**config.mk**
```make
export PLATFORM = sky130hd
export DESIGN_NAME = cse_core
export DESIGN_NICKNAME = d
export VERILOG_FILES = /design/src/shared/cse_pkg.sv /design/src/core/cse_pin_sync.sv /design/src/core/cse_exc_prio.sv /design/src/core/cse_core.sv
export SDC_FILE = /design/constraint.sdc
export NUM_CORES = 1
export LEC_CHECK = 0
export ABC_AREA = 1
export BUFFER_PORTS_ARGS = -buffer_cell sky130_fd_sc_hd__buf_2
export CORE_MARGIN = 4
export CORE_UTILIZATION = 40
export DETAILED_ROUTE_END_ITERATION = 8
export MAX_ROUTING_LAYER = met4
export REMOVE_ABC_BUFFERS = 1
export SYNTH_ARGS = -nofsm -noshare
export SYNTH_HDL_FRONTEND = slang
export SYNTH_SLANG_ARGS = --single-unit
```
**constraint.sdc**
```tcl
create_clock -name clk_i -period 15.9 [get_ports clk_i]
set_input_delay 0.795 -clock clk_i [delete_from_list [all_inputs] [get_ports clk_i]]
set_output_delay 0.795 -clock clk_i [all_outputs]
set_load 0.005 [all_outputs]
```
**src/shared/cse_pkg.sv**
```systemverilog
// constants, types and helpers shared by the status word and exception entry block
package cse_pkg;

  localparam int unsigned APB_ADDR_W = 12;
  localparam int unsigned WORD_W     = 32;

  // status word field positions
  localparam int unsigned IRQ_MASK_BIT = 7;
  localparam int unsigned FIQ_MASK_BIT = 6;
  localparam int unsigned ISTATE_BIT   = 5;
  localparam int unsigned MODE_MSB     = 4;
  localparam int unsigned CTRL_MSB     = 7;
  localparam int unsigned FLAGS_LSB    = 28;
  localparam int unsigned FLAGS_MSB    = 31;
  localparam int unsigned RSVD_LSB     = 8;
  localparam int unsigned RSVD_MSB     = 27;

  // mode field encodings
  localparam logic [4:0] MODE_USER = 5'h10;
  localparam logic [4:0] MODE_FIQ  = 5'h11;
  localparam logic [4:0] MODE_IRQ  = 5'h12;
  localparam logic [4:0] MODE_SVC  = 5'h13;
  localparam logic [4:0] MODE_ABT  = 5'h17;
  localparam logic [4:0] MODE_UND  = 5'h1B;
  localparam logic [4:0] MODE_SYS  = 5'h1F;

  // supervisor mode with both interrupt masks set, full instruction set, flags clear
  localparam logic [31:0] PSW_RESET = 32'h000000D3;

  // vector table bases and offsets
  localparam logic [31:0] VEC_BASE_LOW  = 32'h00000000;
  localparam logic [31:0] VEC_BASE_HIGH = 32'hFFFF0000;
  localparam logic [31:0] VEC_RESET     = 32'h00000000;
  localparam logic [31:0] VEC_UNDEF     = 32'h00000004;
  localparam logic [31:0] VEC_TRAP      = 32'h00000008;
  localparam logic [31:0] VEC_PABT      = 32'h0000000C;
  localparam logic [31:0] VEC_DABT      = 32'h00000010;
  localparam logic [31:0] VEC_RSVD      = 32'h00000014;
  localparam logic [31:0] VEC_IRQ       = 32'h00000018;
  localparam logic [31:0] VEC_FIQ       = 32'h0000001C;

  // register byte offsets
  localparam logic [11:0] REG_STATUS = 12'h000;
  localparam logic [11:0] REG_CTRL   = 12'h004;
  localparam logic [11:0] REG_EXC    = 12'h008;
  localparam logic [11:0] REG_SAVED  = 12'h00C;
  localparam logic [11:0] REG_LINK   = 12'h010;
  localparam int unsigned CTRL_HIVEC_BIT = 0;
  localparam int unsigned EXC_HIVEC_BIT  = 8;

  // banked register indices
  localparam int unsigned NUM_BANKS = 6;
  localparam logic [2:0] BANK_USR = 3'h0;
  localparam logic [2:0] BANK_FIQ = 3'h1;
  localparam logic [2:0] BANK_IRQ = 3'h2;
  localparam logic [2:0] BANK_SVC = 3'h3;
  localparam logic [2:0] BANK_ABT = 3'h4;
  localparam logic [2:0] BANK_UND = 3'h5;

  // exception causes, one bit each, bit 0 the highest priority
  typedef enum logic [6:0] {
    CSE_EX_NONE  = 7'h00,
    CSE_EX_RESET = 7'h01,
    CSE_EX_DABT  = 7'h02,
    CSE_EX_FIQ   = 7'h04,
    CSE_EX_IRQ   = 7'h08,
    CSE_EX_PABT  = 7'h10,
    CSE_EX_UNDEF = 7'h20,
    CSE_EX_TRAP  = 7'h40
  } cse_cause_e;

  function automatic logic cse_mode_valid(input logic [4:0] m);
    return (m == MODE_USER) || (m == MODE_FIQ) || (m == MODE_IRQ) || (m == MODE_SVC) ||
           (m == MODE_ABT) || (m == MODE_UND) || (m == MODE_SYS);
  endfunction : cse_mode_valid

  function automatic logic [2:0] cse_mode_bank(input logic [4:0] m);
    case (m)
      MODE_FIQ: return BANK_FIQ;
      MODE_IRQ: return BANK_IRQ;
      MODE_SVC: return BANK_SVC;
      MODE_ABT: return BANK_ABT;
      MODE_UND: return BANK_UND;
      default:  return BANK_USR;
    endcase
  endfunction : cse_mode_bank

endpackage : cse_pkg

```
**src/core/cse_pin_sync.sv**
```systemverilog
// three-stage pin synchroniser with agreement filter
`timescale 1ns/100ps
module cse_pin_sync #(
  parameter bit RESET_VAL = 1'b0
) (
  input  wire logic clk_i,
  input  wire logic reset_i,
  input  wire logic d_i,
  output logic      q_o
);

  logic ff1, ff2, ff3, q;
  logic next_q;

  // output follows only once stages two and three agree; stage one feeds stage two alone
  always_comb begin
    next_q = (ff2 == ff3) ? ff3 : q;
  end

  always_ff @(posedge clk_i or posedge reset_i) begin
    if (reset_i) begin
      ff1 <= RESET_VAL;
      ff2 <= RESET_VAL;
      ff3 <= RESET_VAL;
      q   <= RESET_VAL;
    end else begin
      ff1 <= d_i;
      ff2 <= ff1;
      ff3 <= ff2;
      q   <= next_q;
    end
  end

  assign q_o = q;

endmodule : cse_pin_sync

```
**src/core/cse_exc_prio.sv**
```systemverilog
// fixed-priority picker over pending exception requests
`timescale 1ns/100ps
module cse_exc_prio
  import cse_pkg::*;
(
  input  wire logic [6:0]          req_i,
  output cse_pkg::cse_cause_e      grant_o
);

  // undefined and trap lowest, undefined picked first on a tie
  always_comb begin
    if (req_i[0])      grant_o = CSE_EX_RESET;
    else if (req_i[1]) grant_o = CSE_EX_DABT;
    else if (req_i[2]) grant_o = CSE_EX_FIQ;
    else if (req_i[3]) grant_o = CSE_EX_IRQ;
    else if (req_i[4]) grant_o = CSE_EX_PABT;
    else if (req_i[5]) grant_o = CSE_EX_UNDEF;
    else if (req_i[6]) grant_o = CSE_EX_TRAP;
    else               grant_o = CSE_EX_NONE;
  end

endmodule : cse_exc_prio

```
**src/core/cse_core.sv**
```systemverilog
// status word, banked state and exception entry with an APB register port
//
// Register access over APB and the placing of the registers are this design's own decisions.
`timescale 1ns/100ps
module cse_core
  import cse_pkg::*;
(
  input  wire logic                           clk_i,
  input  wire logic                           reset_i,
  input  wire logic [cse_pkg::APB_ADDR_W-1:0] paddr_i,
  input  wire logic                           psel_i,
  input  wire logic                           penable_i,
  input  wire logic                           pwrite_i,
  input  wire logic [cse_pkg::WORD_W-1:0]     pwdata_i,
  output logic [cse_pkg::WORD_W-1:0]          prdata_o,
  output logic                                pready_o,
  output logic                                pslverr_o,
  input  wire logic                           irq_req_i,
  input  wire logic                           fiq_req_i,
  input  wire logic                           high_vector_select_i,
  input  wire logic                           data_abort_i,
  input  wire logic                           prefetch_abort_i,
  input  wire logic                           undef_instr_i,
  input  wire logic                           software_trap_i,
  input  wire logic [cse_pkg::WORD_W-1:0]     return_addr_i,
  input  wire logic                           alu_flags_valid_i,
  input  wire logic [3:0]                     alu_flags_i,
  input  wire logic                           cp_req_i,
  output logic                                cp_grant_o,
  output logic                                cp_fault_o,
  output logic [cse_pkg::WORD_W-1:0]          psw_o,
  output logic                                vector_valid_o,
  output logic [cse_pkg::WORD_W-1:0]          vector_addr_o,
  output logic [2:0]                          stack_bank_o
);
  import cse_pkg::*;

  // state
  logic [31:0] psw, link [NUM_BANKS], saved [NUM_BANKS];
  logic        hivec_sw, reset_pend, pend_dabt, pend_pabt, pend_undef, pend_trap;
  logic        vec_valid;
  logic [31:0] vec_addr, prdata;
  logic [2:0]  bank;
  logic        slverr;
  cse_cause_e  last_cause;

  logic [31:0] next_psw, next_link [NUM_BANKS], next_saved [NUM_BANKS];
  logic        next_hivec_sw, next_reset_pend, next_pend_dabt, next_pend_pabt;
  logic        next_pend_undef, next_pend_trap, next_vec_valid, next_slverr;
  logic [31:0] next_vec_addr, next_prdata;
  logic [2:0]  next_bank;
  cse_cause_e  next_last_cause;

  // combinational helpers
  logic        irq_s, fiq_s, hivec_pin, hivec_eff, privileged;
  logic        wr_status, wr_ctrl, setup;
  logic [6:0]  req;
  logic [4:0]  entry_mode;
  logic [31:0] entry_off, vec_base;
  cse_cause_e  grant;

  // interrupt and vector-select pins come from outside the clock domain
  cse_pin_sync #(.RESET_VAL(1'b0)) u_irq_sync (
    .clk_i   (clk_i),
    .reset_i (reset_i),
    .d_i     (irq_req_i),
    .q_o     (irq_s)
  );
  cse_pin_sync #(.RESET_VAL(1'b0)) u_fiq_sync (
    .clk_i   (clk_i),
    .reset_i (reset_i),
    .d_i     (fiq_req_i),
    .q_o     (fiq_s)
  );
  // pin expected low, still honoured if driven
  cse_pin_sync #(.RESET_VAL(1'b0)) u_hivec_sync (
    .clk_i   (clk_i),
    .reset_i (reset_i),
    .d_i     (high_vector_select_i),
    .q_o     (hivec_pin)
  );

  assign privileged = cse_mode_valid(psw[MODE_MSB:0]) && (psw[MODE_MSB:0] != MODE_USER);

  // base chosen by pin or control register
  assign hivec_eff = hivec_sw | hivec_pin;
  assign vec_base  = hivec_eff ? VEC_BASE_HIGH : VEC_BASE_LOW;

  // normal request gated by its mask
  // fast request gated by its mask
  assign req = {pend_trap | software_trap_i,
                pend_undef | undef_instr_i,
                pend_pabt | prefetch_abort_i,
                irq_s & ~psw[IRQ_MASK_BIT],
                fiq_s & ~psw[FIQ_MASK_BIT],
                pend_dabt | data_abort_i,
                reset_pend};

  cse_exc_prio u_prio (
    .req_i   (req),
    .grant_o (grant)
  );

  // entry mode and vector offset per granted cause
  always_comb begin
    entry_mode = MODE_SVC;
    entry_off  = VEC_RSVD;
    unique case (grant)
      CSE_EX_RESET: begin
        entry_mode = MODE_SVC;
        entry_off  = VEC_RESET;
      end
      CSE_EX_DABT: begin
        entry_mode = MODE_ABT;
        entry_off  = VEC_DABT;
      end
      CSE_EX_FIQ: begin
        entry_mode = MODE_FIQ;
        entry_off  = VEC_FIQ;
      end
      CSE_EX_IRQ: begin
        entry_mode = MODE_IRQ;
        entry_off  = VEC_IRQ;
      end
      CSE_EX_PABT: begin
        entry_mode = MODE_ABT;
        entry_off  = VEC_PABT;
      end
      CSE_EX_UNDEF: begin
        entry_mode = MODE_UND;
        entry_off  = VEC_UNDEF;
      end
      CSE_EX_TRAP: begin
        entry_mode = MODE_SVC;
        entry_off  = VEC_TRAP;
      end
      CSE_EX_NONE: begin
        entry_mode = psw[MODE_MSB:0];
        entry_off  = VEC_RSVD;
      end
    endcase
  end

  assign setup     = psel_i & ~penable_i;
  assign wr_status = psel_i & penable_i & pwrite_i & (paddr_i == REG_STATUS);
  assign wr_ctrl   = psel_i & penable_i & pwrite_i & (paddr_i == REG_CTRL);

  // status word, banks, pending events and vector output
  always_comb begin
    next_psw        = psw;
    next_link       = link;
    next_saved      = saved;
    next_hivec_sw   = hivec_sw;
    next_last_cause = last_cause;
    next_vec_valid  = 1'b0;
    next_vec_addr   = vec_addr;
    // a pulse arriving while its pending copy is being taken is kept, not lost
    next_reset_pend = reset_pend & (grant != CSE_EX_RESET);
    next_pend_dabt  = (grant == CSE_EX_DABT)  ? (pend_dabt & data_abort_i)      : (pend_dabt | data_abort_i);
    next_pend_pabt  = (grant == CSE_EX_PABT)  ? (pend_pabt & prefetch_abort_i)  : (pend_pabt | prefetch_abort_i);
    next_pend_undef = (grant == CSE_EX_UNDEF) ? (pend_undef & undef_instr_i)    : (pend_undef | undef_instr_i);
    next_pend_trap  = (grant == CSE_EX_TRAP)  ? (pend_trap & software_trap_i)   : (pend_trap | software_trap_i);
    if (wr_ctrl) begin
      next_hivec_sw = pwdata_i[CTRL_HIVEC_BIT];
    end
    if (wr_status) begin
      next_psw[FLAGS_MSB:FLAGS_LSB] = pwdata_i[FLAGS_MSB:FLAGS_LSB];
      // user software cannot raise its own privilege
      if (privileged && cse_mode_valid(pwdata_i[MODE_MSB:0])) begin
        next_psw[CTRL_MSB:0] = pwdata_i[CTRL_MSB:0];
      end
    end
    if (alu_flags_valid_i) begin
      next_psw[FLAGS_MSB:FLAGS_LSB] = alu_flags_i;
    end
    if (grant != CSE_EX_NONE) begin
      next_saved[cse_mode_bank(entry_mode)] = psw;
      next_link[cse_mode_bank(entry_mode)]  = return_addr_i;
      next_psw[MODE_MSB:0]    = entry_mode;
      // entry runs the full 32-bit set
      next_psw[ISTATE_BIT]    = 1'b0;
      next_psw[IRQ_MASK_BIT]  = 1'b1;
      // reset sets the fast mask too
      // fast entry sets the fast mask
      next_psw[FIQ_MASK_BIT]  = psw[FIQ_MASK_BIT] | (grant == CSE_EX_RESET) | (grant == CSE_EX_FIQ);
      next_vec_valid          = 1'b1;
      next_vec_addr           = vec_base | entry_off;
      next_last_cause         = grant;
    end
    next_psw[RSVD_MSB:RSVD_LSB] = '0;
    // stack bank follows the new mode
    next_bank = cse_mode_bank(next_psw[MODE_MSB:0]);
  end

  // read data captured in the setup cycle so it is stable through the access phase
  always_comb begin
    next_prdata = prdata;
    next_slverr = slverr;
    if (setup) begin
      next_slverr = 1'b0;
      unique case (paddr_i)
        REG_STATUS: next_prdata = psw;
        REG_CTRL:   next_prdata = {31'h00000000, hivec_sw};
        REG_EXC:    next_prdata = {23'h000000, hivec_eff, 1'b0, last_cause};
        REG_SAVED:  next_prdata = saved[bank];
        REG_LINK:   next_prdata = link[bank];
        default: begin
          next_prdata = 32'h00000000;
          next_slverr = 1'b1;
        end
      endcase
    end
  end

  always_ff @(posedge clk_i or posedge reset_i) begin
    if (reset_i) begin
      psw        <= PSW_RESET;
      hivec_sw   <= 1'b0;
      reset_pend <= 1'b1;
      pend_dabt  <= 1'b0;
      pend_pabt  <= 1'b0;
      pend_undef <= 1'b0;
      pend_trap  <= 1'b0;
      vec_valid  <= 1'b0;
      vec_addr   <= VEC_BASE_LOW;
      last_cause <= CSE_EX_NONE;
      bank       <= BANK_SVC;
      prdata     <= 32'h00000000;
      slverr     <= 1'b0;
      for (int i = 0; i < NUM_BANKS; i++) begin
        link[i]  <= 32'h00000000;
        saved[i] <= 32'h00000000;
      end
    end else begin
      psw        <= next_psw;
      hivec_sw   <= next_hivec_sw;
      reset_pend <= next_reset_pend;
      pend_dabt  <= next_pend_dabt;
      pend_pabt  <= next_pend_pabt;
      pend_undef <= next_pend_undef;
      pend_trap  <= next_pend_trap;
      vec_valid  <= next_vec_valid;
      vec_addr   <= next_vec_addr;
      last_cause <= next_last_cause;
      bank       <= next_bank;
      prdata     <= next_prdata;
      slverr     <= next_slverr;
      link       <= next_link;
      saved      <= next_saved;
    end
  end

  // zero-wait slave; error flag only meaningful in the access phase
  assign pready_o  = 1'b1;
  assign prdata_o  = prdata;
  assign pslverr_o = slverr;
  assign cp_grant_o = cp_req_i & privileged;
  assign cp_fault_o = cp_req_i & ~privileged;
  assign psw_o          = psw;
  assign vector_valid_o = vec_valid;
  assign vector_addr_o  = vec_addr;
  assign stack_bank_o   = bank;
endmodule : cse_core

```
[Word level (Yosys, flattened, before mapping)]
Index checks and enable logic that the tools add are counted.
W data, S select, Z words.
Storage, ports and cells
  output and inout bits: 104
  logic and storage cells: 170
  register bits: 490
  bits of input ports: 94
Operators by class
  mux-type cells: 35
  order comparisons: 3
  equal/unequal tests: 40
  reduce and logical (&&, ||, !) cells: 25
  bitwise logic cells: 28
Operators by type and width (count)
  $bwmux W192: 2
  $pmux W32 S8: 1
  $bmux W32 S3: 2
  $mux W32: 6
  $pmux W32 S5: 1
  $eq A5 B5 Y1 const B: 24
  $demux W32 S3: 1
  $mux W7: 7
  $or A32 B32 Y32: 1
  $pmux W3 S5: 2
  $pmux W5 S6: 1
  $eq A12 B4 Y1 const B: 2
  $mux W8: 3
  $and A1 B1 Y1: 14
  $eq A12 B3 Y1 const B: 1
  $eq A12 B5 Y1 const B: 1
  $logic_not A12 Y1: 1
  $logic_or A1 B1 Y1: 12
  $ge A4 B4 Y1 const B: 2
  $mux W4: 2
  $not A3 Y4: 2
  $eq A7 B1 Y1 const B: 1
  $eq A7 B2 Y1 const B: 1
  $eq A7 B3 Y1 const B: 1
  19 further kinds: 40

[Logic depth before layout (Yosys ltp)]
Gate-level depths: netlist of the first run.
  depth in word-level cells: 20
  gate-level depth with buffers: 13
  depth with buffers taken out: 13

[Hierarchy]
From an unflattened synthesis of the first run, not the netlist that was laid out.
Second synthesis, totals
  cells, all modules: 1764
  area, all modules: 15317.2 um2
Modules (own cells, without submodules)
  cse_core: instances 1, cells an instance 1719, area each 14880.5 um2, sequential area each 8267.9 um2
  cse_pin_sync: instances 3, cells an instance 9, area each 120.1 um2, sequential area each 100.1 um2
  cse_exc_prio: instances 1, cells an instance 18, area each 76.3 um2, sequential area each 0.0 um2

[Least setup slack after synthesis of the first run]
No wires, ideal clock.
  path kind: input to register
  from: input port paddr_i[7] in the netlist's numbering
  to: register bank[2], in the netlist stack_bank_o[2]
  data required time: 15.782 ns
  path buffers: 0
  arrival: 1.852 ns
  setup time: 0.118 ns
  cell stages on the path: 12
  slack: 13.931 ns
  path through: nor2_1 -> nand2_2 -> nor2_8 -> nand3_4 -> nor2_8 -> nand2_1 -> nand3_2 -> nand2_2 -> inv_2 -> nand2_2 -> nand2_1 -> nor2_2
Between the ends
  longest elaborated chain between the ends: 6
Ends and longest elaborated chain
  start: declaration: line cse_core.sv:10  | input wire logic [cse_pkg::APB_ADDR_W-1:0] paddr_i,
  $logic_not A12 Y1 (*): line cse_core.sv:145  | assign wr_status = psel_i & penable_i & pwrite_i & (paddr_i == REG_STATUS);
  $and A1 B1 Y1 (*): line cse_core.sv:145
  $mux W8 (*): line cse_core.sv:166  | if (wr_status) begin
  $mux W8 (*): line cse_core.sv:176  | if (grant != CSE_EX_NONE) begin
  net next_psw[2]: line cse_core.sv:47  | logic [31:0] next_psw, next_link [NUM_BANKS], next_saved [NUM_BANKS];
  $eq A5 B5 Y1: line cse_pkg.sv:78  | case (m)
  $pmux W3 S5 (*): line cse_pkg.sv:78
  net next_bank[2]: line cse_core.sv:51  | logic [2:0] next_bank;
  end signal: assignment: line cse_core.sv:245  | bank <= next_bank;
  end: declaration: line cse_core.sv:43  | logic [2:0] bank;
Mark *: on every way through the listed nets, which the timed path passes. The rest lies on a longest branch. The select of a mux whose other input is x is not followed.
A chain may end at the register's enable or synchronous reset.

[Final worst setup path of the first run]
  from: register bank[0], in the netlist stack_bank_o[0]
  to: output port stack_bank_o[0]
RTL lines
  end: declaration: line cse_core.sv:34  | output logic [2:0] stack_bank_o
No word-level cell between the ends.

==> impl_results.md, run 1 <==
- Arr. time, crit path: 2.65 ns
- Top cells by area, synth: dfrtp_1 55%, o21ai_0 10%, nand2_1 8.9%, nor2_1 3.3%, buf_4 3.0%
- Synth Flop Type: dfrtp_1
- ANT nets after route: 0
- Met3 wire length: 2.324 mm
- Global placement routability congestion: 0.8125
- Vias in the first global route: 11,440
- Area grow syn2layout: 11.44%
- Initial antenna violation count: 2
- Wire per inst: 17.08 um
- Vias per cell: 4.999
- Run status: finished, final reports clean
- Switching share of power: 26.26%
- Die width: 203.0 um
- Total die area: 41,210 um2
- Switch Pwr: 521.0 uW
- CTS tree: done
- WL met1: 18.33 mm
- Grt ovf: 0
- R2r setup slk: 13.01 ns
- RR Startpoint: stack_bank_o[0]$_DFF_PP1_
- Ys Warns: 0
- Critical path type: flop to output pin
- Min setup slack post-route: 12.46 ns
- CTS buffer count: 37
- Most common cell after layout, fill and taps aside: nand2_1
- Root Buffer: clkbuf_16
- Sink Count: 342
- Placement Setup Slack: 12.54 ns
- Drt total wl: 39.58 mm
- F_max: 290.4 MHz
- DRC: 0
- Initial DRC count: 791
- Worst Setup End Kind: output pin
- Share of cells above drive strength 1: 15.01%
- Fin Setup TNS: 0 ns
- HP Start: u_fiq_sync.ff1$_DFF_PP0_
- Clock-pin transition on the worst setup and hold timing paths: 0.06 ns
- Detail Placement HPWL: 22.40 mm
- Clock Power Share: 40.4%
- CP Launch Point: stack_bank_o[0]$_DFF_PP1_
- Core area: 37,580 um2
- Drt first pass iters: 6
- #FFs+latches synth: 342
- Chip Height: 203.0 um
- Sequential share of power: 48.3%
- Worst skew pair latency: 0.53 ns
- Async SR Flop Fraction: 100.0%
- Sequential-to-total area share from yosys stat: 56.33%
- Reg-to-Reg End: prdata_o[0]$_DFFE_PP0P_
- CP Max Fanout: 96
- Hold Crit Class: flop to flop
- Top-area cell type share of the netlist area: 54.95%
- Startpoint types: flop
- Max_cap viols: 0
- Setup violators final: 0
- Least-Margin Pin Slew: 1.095 ns
- Fin area: 16,950 um2
- Yosys cell types: 41
- Most frequent cells in the layout: 359 x nand2_1, 334 x dfrtp_1, 313 x o21ai_0
- Final clock skew: 0.01594 ns
- Row count: 71
- Pin count of the biggest net entering global routing: 140
- Ports: 198
- Final #Nets: 1,876
- Crit path time final: 3.444 ns
- Post-CTS sizing: 0
- DP Area: 15,840 um2
- Post-CTS Setup Bufs: 0
- PwrDens: 117.0 nW/um2
- Combinational share of power: 11.3%
- Worst Hold End: u_fiq_sync.ff2$_DFF_PP0_
- GR Util All Layers: 19.74%
- Peak VDD IR: 0.00008464 V
- First-pass GRT wire length: 63.51 mm
- Pleak: 0.008126 uW
- Cells after Synth: 1,749
- WHS: 0.3471 ns
- Cell Area, Synth: 15,210 um2
- Max Used Layer: met4
- Worst hold stages: 0
- Port buffer count: 143
- Pint: 1463 uW
- Clk buf depth: 3
- Syn_area_per_cell: 8.697 um2
- H-tree depth: 2
- Post-synth EDFFs: 0
- CP required: 15.11 ns
- RSZ-0062 raised after global routing: false
- Routed wl met2: 18.18 mm
- Max_slew headroom: 27.00%
- Fin crit share: 21.66%
- Worst Reg-to-Reg Cells: 9
- Starting Density: 40.48%
- Synth area leader: dfrtp_1
- DR vias: 11,580
- Fill count: 3,732
- Final Hold Viols: 0
- Final Max Slew Viols: 0
- # hold bufs at CTS: 0
==> area by class of cell <==
cell class              instances  area, um2  area share [%]
multi-input cells            1119       5316           31.36
flip-flops and latches        342       8572           50.57
clock inverters                 5      33.78          0.1993
repair buffers                158      840.8           4.960
well taps                     511      639.4           3.772
clock buffers                  57       1071           6.318
diodes                          1      2.502         0.01476
inverters                     124      475.5           2.805
==> registers in the layout, indices dropped and copies added (netlist names), 3 cells and up <==
register       cells
last_cause         7
vector_addr_o      4
stack_bank_o       3
psw_o             12
prdata_o          32
link             192
saved             72
==> power by group through the flow <==
stage               clock network (uW)  logic, uW  registers, uW
floorplan                            0        138            974
global placement                     0        222            971
detailed placement                   0        226            973
CTS                                823        227            958
global route                       862        258            964
finish                             802        224            958
==> cells in the mapped netlist (2+ instances only) <==
cell	count
nor2_8	2
nand4_1	3
o21a_1	4
nor2_4	4
nor2_2	10
nor3_2	2
clkbuf_1	99
o22ai_1	3
a31oi_1	6
conb_1	2
a2bb2oi_1	16
buf_4	60
dfrtp_1	334
o221ai_1	5
inv_2	14
buf_1	7
o31ai_1	5
o21ai_0	313
nand2_2	11
nor2_1	132
nand3_2	4
buf_2	27
nor3_1	4
nand2_1	359
inv_1	110
o2111ai_1	5
o211ai_1	7
buf_6	3
nand3_1	50
a21oi_1	84
o21ai_1	44
dfstp_2	8
maj3_1	4
==> stage by stage <==
stage               power (uW)  std cells  utilization [%]
floorplan                 1112       1585                -
global placement          1194       2254            42.16
detailed placement        1199       2254            42.16
CTS                       2008       2316            45.10
global route              2085       2317            45.11
finish                    1984       2317            45.11
==> critical path, cell delays in order (launching register included) <==
cell and delay [ns]:
dfstp_4 0.87, buf_4 0.91, buf_2 0.28
==> cell families after synthesis <==
logic type / synth area share, %
other cells: 0.04937
simple gates: 16.29
flops: 56.33
compound gates: 17.22
buf+inv: 9.780
fa+ha+maj: 0.2632
mux: 0.07403
==> metal layers <==
| metal | global-route usage [%] | vias to the layer above |
|---|---|---|
| met5 | - | - |
| met4 | 4.268 | 0 |
| met3 | 3.194 | 53 |
| met2 | 30.90 | 316 |
| met1 | 27.47 | 5542 |
| li1 | - | 5672 |
==> how the worst max path moves through the flow <==
stage / depth (start not counted) / to / slack [ns]
after global routing: 2 / stack_bank_o[0] / 12.36
after global placement: 4 / link[56]$_DFFE_PP0P_ / 12.55
after floorplan: 1 / hivec_sw$_DFFE_PP0P_ / 5.64
after CTS: 2 / stack_bank_o[0] / 12.46
final: 2 / stack_bank_o[0] / 12.46
after detailed placement: 4 / link[56]$_DFFE_PP0P_ / 12.54
(Power assumes the default switching activity.)
==> run 2: changes to the inputs <==
- clock period: 15.9 -> 2.9 ns (I/O delays scaled with it)
==> run 2 against run 1 <==
Utilization is 2.5 points higher. Combinational power rose to 6.0 times the previous value. Critical path depth up 6. Via count is 3.0% higher. Clock-buffer cell count rose by 8. Worst hold slack lost 0.32 ns. Final area increased by 5.5%. Die area unchanged. Non-clock buffer count rose by 71. Sequential power increased to 5.5 times the previous value. Highest routed layer unchanged.
==> impl_results.md, run 2 (synthesized netlist as in run 1, its figures left out) <==
- Run status: finished, final reports clean
- Multi-input gate area: 5316 um2 (unchanged)
- Chip Height: 203.0 um (unchanged)
- Startpoint types: flop
- DRC: 0 (unchanged)
- Global placement routability congestion: 0.8254 (+1.6%)
- Combinational share of power: 11.9% (+0.6 points)
- CP Max Fanout: 33 (-66%)
- Peak VDD IR: 0.0004594 V (+440%)
- RSZ-0062 raised after global routing: false
- Starting Density: 40.48% (unchanged)
- Least-Margin Pin Slew: 1.063 ns (-0.03248 ns)
- Clk buf depth: 3 (unchanged)
- First-pass GRT wire length: 65.39 mm (+3.0%)
- Wire per inst: 16.70 um (-2.3%)
- Core area: 37,580 um2 (unchanged)
- Finished Layout Cells: 2,396 (+3.4%)
- Detail Placement HPWL: 24.52 mm (+9.4%)
- Vias per cell: 4.981 (-0.37%)
- Critical path type: flop to flop
- Share of cells above drive strength 1: 15.51% (+0.49 points)
- PwrDens: 635.2 nW/um2 (+440%)
- Clock Power Share: 42.0% (+1.6 points)
- F_max: 445.8 MHz
- Row count: 71 (unchanged)
- Pleak: 0.008546 uW (+5.2%)
- Clock-pin transition on the worst setup and hold timing paths: 0.06 ns (about the same)
- Switch Pwr: 2910 uW (+460%)
- CTS buffer count: 38 (+2.7%)
- Max_cap viols: 0 (unchanged)
- Sequential share of power: 46.1% (-2.2 points)
- Pint: 8451 uW (+480%)
- Worst skew pair latency: 0.53 ns (about the same)
- Final #Nets: 1,948 (+3.8%)
- Switching share of power: 25.61% (-0.65 points)
- Initial antenna violation count: 2 (unchanged)
- ANT nets after route: 0 (unchanged)
- Drt total wl: 40.00 mm (+1.1%)
- Most frequent cells in the layout: 359 x nand2_1, 334 x dfrtp_1, 313 x o21ai_0
- Worst Setup End Kind: flop
- Pin count of the biggest net entering global routing: 128 (-8.6%)
- Ports: 198 (unchanged)
- Area grow syn2layout: 17.57%
- Max reg flops: 192 (unchanged)
- Fin crit share: 77.36%
- Max_slew headroom: 29.17% (+2.2 points)
- HP Start: paddr_i[1]
- Root Buffer: clkbuf_16
- Most common cell after layout, fill and taps aside: nand2_1
- Crit path time final: 2.243 ns
- Arr. time, crit path: 2.64 ns (about the same)
- Placed cell count: 2,271 (+0.75%)
- Total die area: 41,210 um2 (unchanged)
- Die width: 203.0 um (unchanged)
- Busiest metal layer after global routing: met2
- CTS tree: done
- Final clock skew: 0.01148 ns (-0.004463 ns)
- GRT met3 Usage: 3.178% (-0.016 points)
- Initial DRC count: 807 (+2.0%)
- Final Max Slew Viols: 0 (unchanged)
- Fin Setup TNS: 0 ns (unchanged)
- CP Launch Point: psw_o[6]$_DFFE_PP1P_
- Sequential cell area: 8572 um2 (unchanged)
- Drt first pass iters: 5 (-1)
- RR Startpoint: psw_o[6]$_DFFE_PP1P_
- Vias in the first global route: 12,110 (+5.8%)
- Met2 Resource Use GR: 31.39% (+0.49 points)
- GR Util All Layers: 20.20% (+0.47 points)
- Reg with most FFs: link
- Sink Count: 342 (unchanged)
- Post-CTS sizing: 0 (unchanged)
- H-tree depth: 2 (unchanged)
- DR vias: 11,930 (+3.0%)
- Port buffer count: 143 (unchanged)
- Fill count: 3,629 (-2.8%)
- Met1 Use GR: 27.84% (+0.37 points)
- CP required: 3.29 ns (-11.82 ns)
- Final Hold Viols: 0 (unchanged)
- Setup violators final: 0 (unchanged)
- Grt ovf: 0 (unchanged)
- Hold Crit Class: primary input to flop
==> run 2: cell types whose count changed in the layout (fill, tap and decap cells not counted) <==
cell	before	now
clkbuf_16	37	41
buf_12	1	11
clkbuf_1	13	16
buf_4	14	21
inv_8	2	1
clkinvlp_4	1	0
dlygate4sd3_1	0	54
diode_2	1	2
clkbuf_8	7	8
bufinv_16	0	1
==> run 2: path summary, 6_finish.rpt <==
check / endpoint / slack, ns / cells past startpoint
max: link[30]$_DFFE_PP0P_ / 0.66 / 8
min: pslverr_o$_DFFE_PP0P_ / 0.02 / 5
max reg2reg: link[30]$_DFFE_PP0P_ / 0.66 / 8
min reg2reg: u_fiq_sync.ff2$_DFF_PP0_ / 0.35 / 0
max in group asynchronous: link[98]$_DFFE_PP0P_ / 1.78 / 4
min in group asynchronous: psw_o[30]$_DFFE_PP0P_ / 0.27 / 3
==> run 2: per-layer routing <==
layer	vias up	routed length, um
met5	-	0
met4	0	960
met3	65	2267
met2	301	18180
met1	5752	18590
li1	5816	-
==> run 2: worst max-delay path, stage by stage (launching register included) <==
cell,delay [ns]
dfstp_2,0.56
inv_2,0.08
nand2_2,0.08
nand3_2,0.11
inv_2,0.11
o2111ai_4,0.51
buf_4,0.46
nand2_1,0.08
o21ai_0,0.09
==> run 2: area by class of cell <==
cell class / count / area share [%]
flip-flops and latches: 342 / 47.93
multi-input cells: 1119 / 29.73
repair buffers: 229 / 9.137
clock buffers: 65 / 6.689
well taps: 511 / 3.575
inverters: 124 / 2.659
clock inverters: 4 / 0.2519
diodes: 2 / 0.02799
==> run 2: timing repair <==
item / 4_1_cts / 5_1_grt
buffers inserted: 0 / 0
endpoints found under the hold margin: 259 / 0
hold buffers: 54 / 0
setup endpoints to repair: 0 / 0
==> run 2: power by group through the flow <==
stage	registers [uW]	clock network (uW)	logic (uW)
floorplan	5340	0	755
global placement	5310	0	1280
detailed placement	5320	0	1300
CTS	5240	4900	1370
global route	5270	5100	1540
finish	5240	4780	1350
==> run 2: stage by stage <==
stage | hold slack, ns | util (%) | power (uW) | worst slack (ns) | instance area [um2]
floorplan | 0.1764 | - | 6094 | -6.712 | 14310
global placement | 0.2557 | 42.84 | 6592 | 0.7040 | 16100
detailed placement | 0.2556 | 42.84 | 6623 | 0.6779 | 16100
CTS | 0.0005497 | 47.58 | 11510 | 0.6662 | 17880
global route | 0.03195 | 47.59 | 11920 | 0.4593 | 17880
finish | 0.02290 | 47.59 | 11360 | 0.6566 | 17880
==> run 3: changes to the inputs <==
- ABC_AREA: 1 -> 0
- clock period: 2.9 -> 2.1 ns (I/O delays scaled with it)
==> run 3 against run 2 <==
The run now ends with negative setup slack left. Clock skew is 0.014 ns higher. Worst hold slack gained 0.099 ns. Clock power rose by 48%. Cell count shrank 20%. Flip-flop and latch count did not move. Critical path depth is the same. Wire length down 6.8%. Sequential power grew 40%. Synthesized area is 0.53% lower. Synthesized cell count is 35% lower. Critical endpoint is now prdata_o[6]$_DFFE_PP0P_. Largest power group unchanged. Highest routed layer unchanged.
==> impl_results.md, run 3 <==
- Ports: 198 (unchanged)
- Busiest metal layer after global routing: met2
- Crit path time final: 2.191 ns (-0.05222 ns)
- Hold Crit Class: primary input to flop
- Placement Setup Slack: -0.1394 ns (-0.8172 ns)
- Pin count of the biggest net entering global routing: 65 (-49%)
- Largest family of logic cells by synthesized area: multiplexers
- Final Hold Viols: 0 (unchanged)
- Top-area cell type share of the netlist area: 55.24% (+0.30 points)
- Final clock skew: 0.02505 ns (+0.01356 ns)
- R2r setup slk: -0.09 ns (-0.75 ns)
- Failing checks: negative setup slack
- Final Max Slew Viols: 0 (unchanged)
- RSZ-0062 raised after global routing: true
- Most frequent cells in the layout: 333 x dfrtp_1, 200 x mux2_2, 143 x buf_2
- Cell Area, Synth: 15,130 um2 (-0.53%)
- Worst hold stages: 4 (-1)
- CTS buffer count: 40 (+5.3%)
- Run status: complete, but fails checks
- Port buffer count: 143 (unchanged)
- Pleak: 0.009036 uW (+5.7%)
- Max reg flops: 192 (unchanged)
- DRC: 0 (unchanged)
- Post-Synth Adder-Cell Area: 0.3970% (+0.13 points)
- Drt total wl: 37.27 mm (-6.8%)
- Most common cell after layout, fill and taps aside: dfrtp_1
- Drt first pass iters: 4 (-1)
- Yosys cell types: 57 (+39%)
- Root Buffer: clkbuf_16
- Post-synth EDFFs: 0 (unchanged)
- GRT met3 Usage: 2.875% (-0.30 points)
- Clock Power Share: 42.6% (+0.6 points)
- Synth area leader: dfrtp_1
- Combinational share of power: 13.0% (+1.1 points)
- Max_cap viols: 0 (unchanged)
- Post-synth top cells: 334 x dfrtp_1, 200 x mux2_2, 88 x nand2_1, 73 x clkbuf_1, 54 x mux2i_1
- Synth Area in Compound Gates: 6.004% (-11 points)
- Sequential-to-total area share from yosys stat: 56.63% (+0.30 points)
- Wire per inst: 19.55 um (+17%)
- Finished Layout Cells: 1,906 (-20%)
- Worst Reg-to-Reg Cells: 8 (unchanged)
- Global placement routability congestion: 0.7570 (-8.3%)
- Clock-pin transition on the worst setup and hold timing paths: 0.06 ns (about the same)
- Placed cell count: 1,745 (-23%)
- GR Util All Layers: 18.76% (-1.4 points)
- Startpoint types: flop
- Initial antenna violation count: 0 (-2)
- Syn_area_per_cell: 13.29 um2 (+53%)
- Clk buf depth: 3 (unchanged)
- Top cells by area, synth: dfrtp_1 55%, mux2_2 15%, mux4_2 6.7%, mux2i_1 3.6%, buf_4 2.6%
- Post-synthesis mux area share: 25.16% (+25 points)
- Cells after Synth: 1,138 (-35%)
- #FFs+latches synth: 342 (unchanged)
- Worst skew pair latency: 0.54 ns (about the same)
- F_max: 456.4 MHz (+2.4%)
- Reg with most FFs: link
- CP required: 2.51 ns (-0.78 ns)
- Vias per cell: 5.050 (+1.4%)
- CTS tree: done
- Total die area: 41,000 um2 (-0.51%)
- Ys Warns: 0 (unchanged)
- Ant. Diodes: 0 (-2)
- Async SR Flop Fraction: 100.0% (unchanged)
- Setup violators final: 8 (+8)
- Met2 Resource Use GR: 30.60% (-0.79 points)
- Arr. time, crit path: 2.60 ns (-0.04 ns)
- H-tree depth: 2 (unchanged)
- Detail Placement HPWL: 23.88 mm (-2.6%)
- Chip Height: 202.5 um (-0.26%)
- Pint: 12,560 uW (+49%)
- HP Start: paddr_i[3]
- Min setup slack post-route: -0.09118 ns (-0.7478 ns)
- Final Power: 16,560 uW (+46%)
- Peak VDD IR: 0.0004903 V (+6.7%)
- Initial DRC count: 396 (-51%)
- Vias in the first global route: 10,520 (-13%)
- First-pass GRT wire length: 59.85 mm (-8.5%)
- Grt ovf: 0 (unchanged)
- Core area: 36,960 um2 (-1.6%)
- Final #Nets: 1,466 (-25%)
- Area grow syn2layout: 27.34%
- Worst Hold End: prdata_o[0]$_DFFE_PP0P_
- Sink Count: 342 (unchanged)
- Reg-to-Reg End: prdata_o[6]$_DFFE_PP0P_
- Switching share of power: 24.20% (-1.4 points)
- Simple-gate share of the synthesized area: 5.061% (-11 points)
- Critical path type: flop to flop
- PwrDens: 859.7 nW/um2 (+35%)
- Count leader, synth: dfrtp_1
- Die width: 202.5 um (-0.26%)
- Switch Pwr: 4008 uW (+38%)
- Post-synthesis xor/xnor area fraction: 0% (unchanged)
- Row count: 70 (-1.4%)
- Met1 Use GR: 25.20% (-2.6 points)
- CP Max Fanout: 8 (-76%)
- Synth Flop Type: dfrtp_1
- ANT nets after route: 0 (unchanged)
- Fin crit share: 104.3% (+27 points)
- Fin Setup TNS: -0.2972 ns (-0.2972 ns)
- DR vias: 9,625 (-19%)
- RR Startpoint: stack_bank_o[0]$_DFF_PP1_
- Starting Density: 40.93% (+0.46 points)
- Worst Setup End Kind: flop
- Share of cells above drive strength 1: 45.15% (+30 points)
- Sequential share of power: 44.4% (-1.7 points)
==> run 3: changes by cell type in the layout (fill, tap and decap cells not counted), moves of 51 or more <==
cell     previous run  this run
nor2_1            130        24
buf_4              21        72
o21ai_0           313        15
inv_1             109        37
mux2i_1             0        53
nand2_1           359        88
mux2_2              1       200
a21oi_1            84         5
==> run 3: cell type report <==
type | count | area, um2
multi-input combinational | 622 | 5834
clock buffer | 57 | 1227
clock inverter | 15 | 145.1
fill | 3213 | 17690
tap | 504 | 630.6
timing repair buffer | 316 | 2660
sequential | 342 | 8573
inverter | 50 | 195.2
==> run 3: per-stage QoR <==
stage | util [%] | instance area (um2) | hold slack (ns)
3_5_place_dp | 45.40 | 16780 | 0.1623
4_1_cts | 51.64 | 19080 | 0.09861
6_report | 52.13 | 19270 | 0.1223
5_1_grt | 52.13 | 19270 | 0.1188
3_3_place_gp | 45.40 | 16780 | 0.1595
2_1_floorplan | - | 14430 | 0.1364
==> run 3: cells by family (layout without fill, tap and decap cells) <==
logic type / count (synthesis) / in the layout
multiplexers: 299 / 299
AO/OA/AOI/OAI: 130 / 130
buffers and inverters: 207 / 438
other: 2 / 35
flip-flops: 342 / 342
adder cells (fa/ha/maj): 6 / 6
AND/OR/NAND/NOR: 152 / 152
==> run 3: worst max-delay path by stage <==
stage                                    from                  endpoint  slack [ns]  cells past startpoint
global placement    stack_bank_o[0]$_DFF_PP1_  prdata_o[20]$_DFFE_PP0P_       -0.11                      6
global route        stack_bank_o[0]$_DFF_PP1_   prdata_o[6]$_DFFE_PP0P_       -0.17                      8
floorplan                             reset_i      hivec_sw$_DFFE_PP0P_       -7.47                      1
finish              stack_bank_o[0]$_DFF_PP1_   prdata_o[6]$_DFFE_PP0P_       -0.09                      8
CTS                 stack_bank_o[0]$_DFF_PP1_   prdata_o[7]$_DFFE_PP0P_       -0.06                      9
detailed placement  stack_bank_o[0]$_DFF_PP1_  prdata_o[23]$_DFFE_PP0P_       -0.14                      6
==> run 3: routing by layer <==
metal,up-vias,share of wire (%)
li1,4412,-
met1,4960,45
met2,196,50
met3,57,4.1
met4,0,1.7
met5,-,0
==> run 3: worst max-delay path, cell delays in order, from the launching register on <==
cell      delay, ns
dfstp_4        0.66
buf_12         0.12
buf_12         0.13
buf_4          0.11
mux4_2         0.47
inv_1          0.06
o22ai_1        0.09
a221oi_2       0.32
o21ai_1        0.11
==> run 3: power by group through the flow <==
stage	clock network, uW	logic (uW)	registers (uW)
after global routing	7560	2360	7410
after floorplan	0	1100	7500
final	7060	2150	7350
after detailed placement	0	1870	7470
after global placement	0	1830	7440
after CTS	7280	2120	7350
==> run 3: repair_timing <==
item	4_1_cts	5_1_grt
endpoints found under the hold margin	294	0
setup endpoints to repair	26	80
pin swaps	13	17
cloned	2	1
hold buffers	60	0
setup buffers	16	10
gates resized for setup	25	28
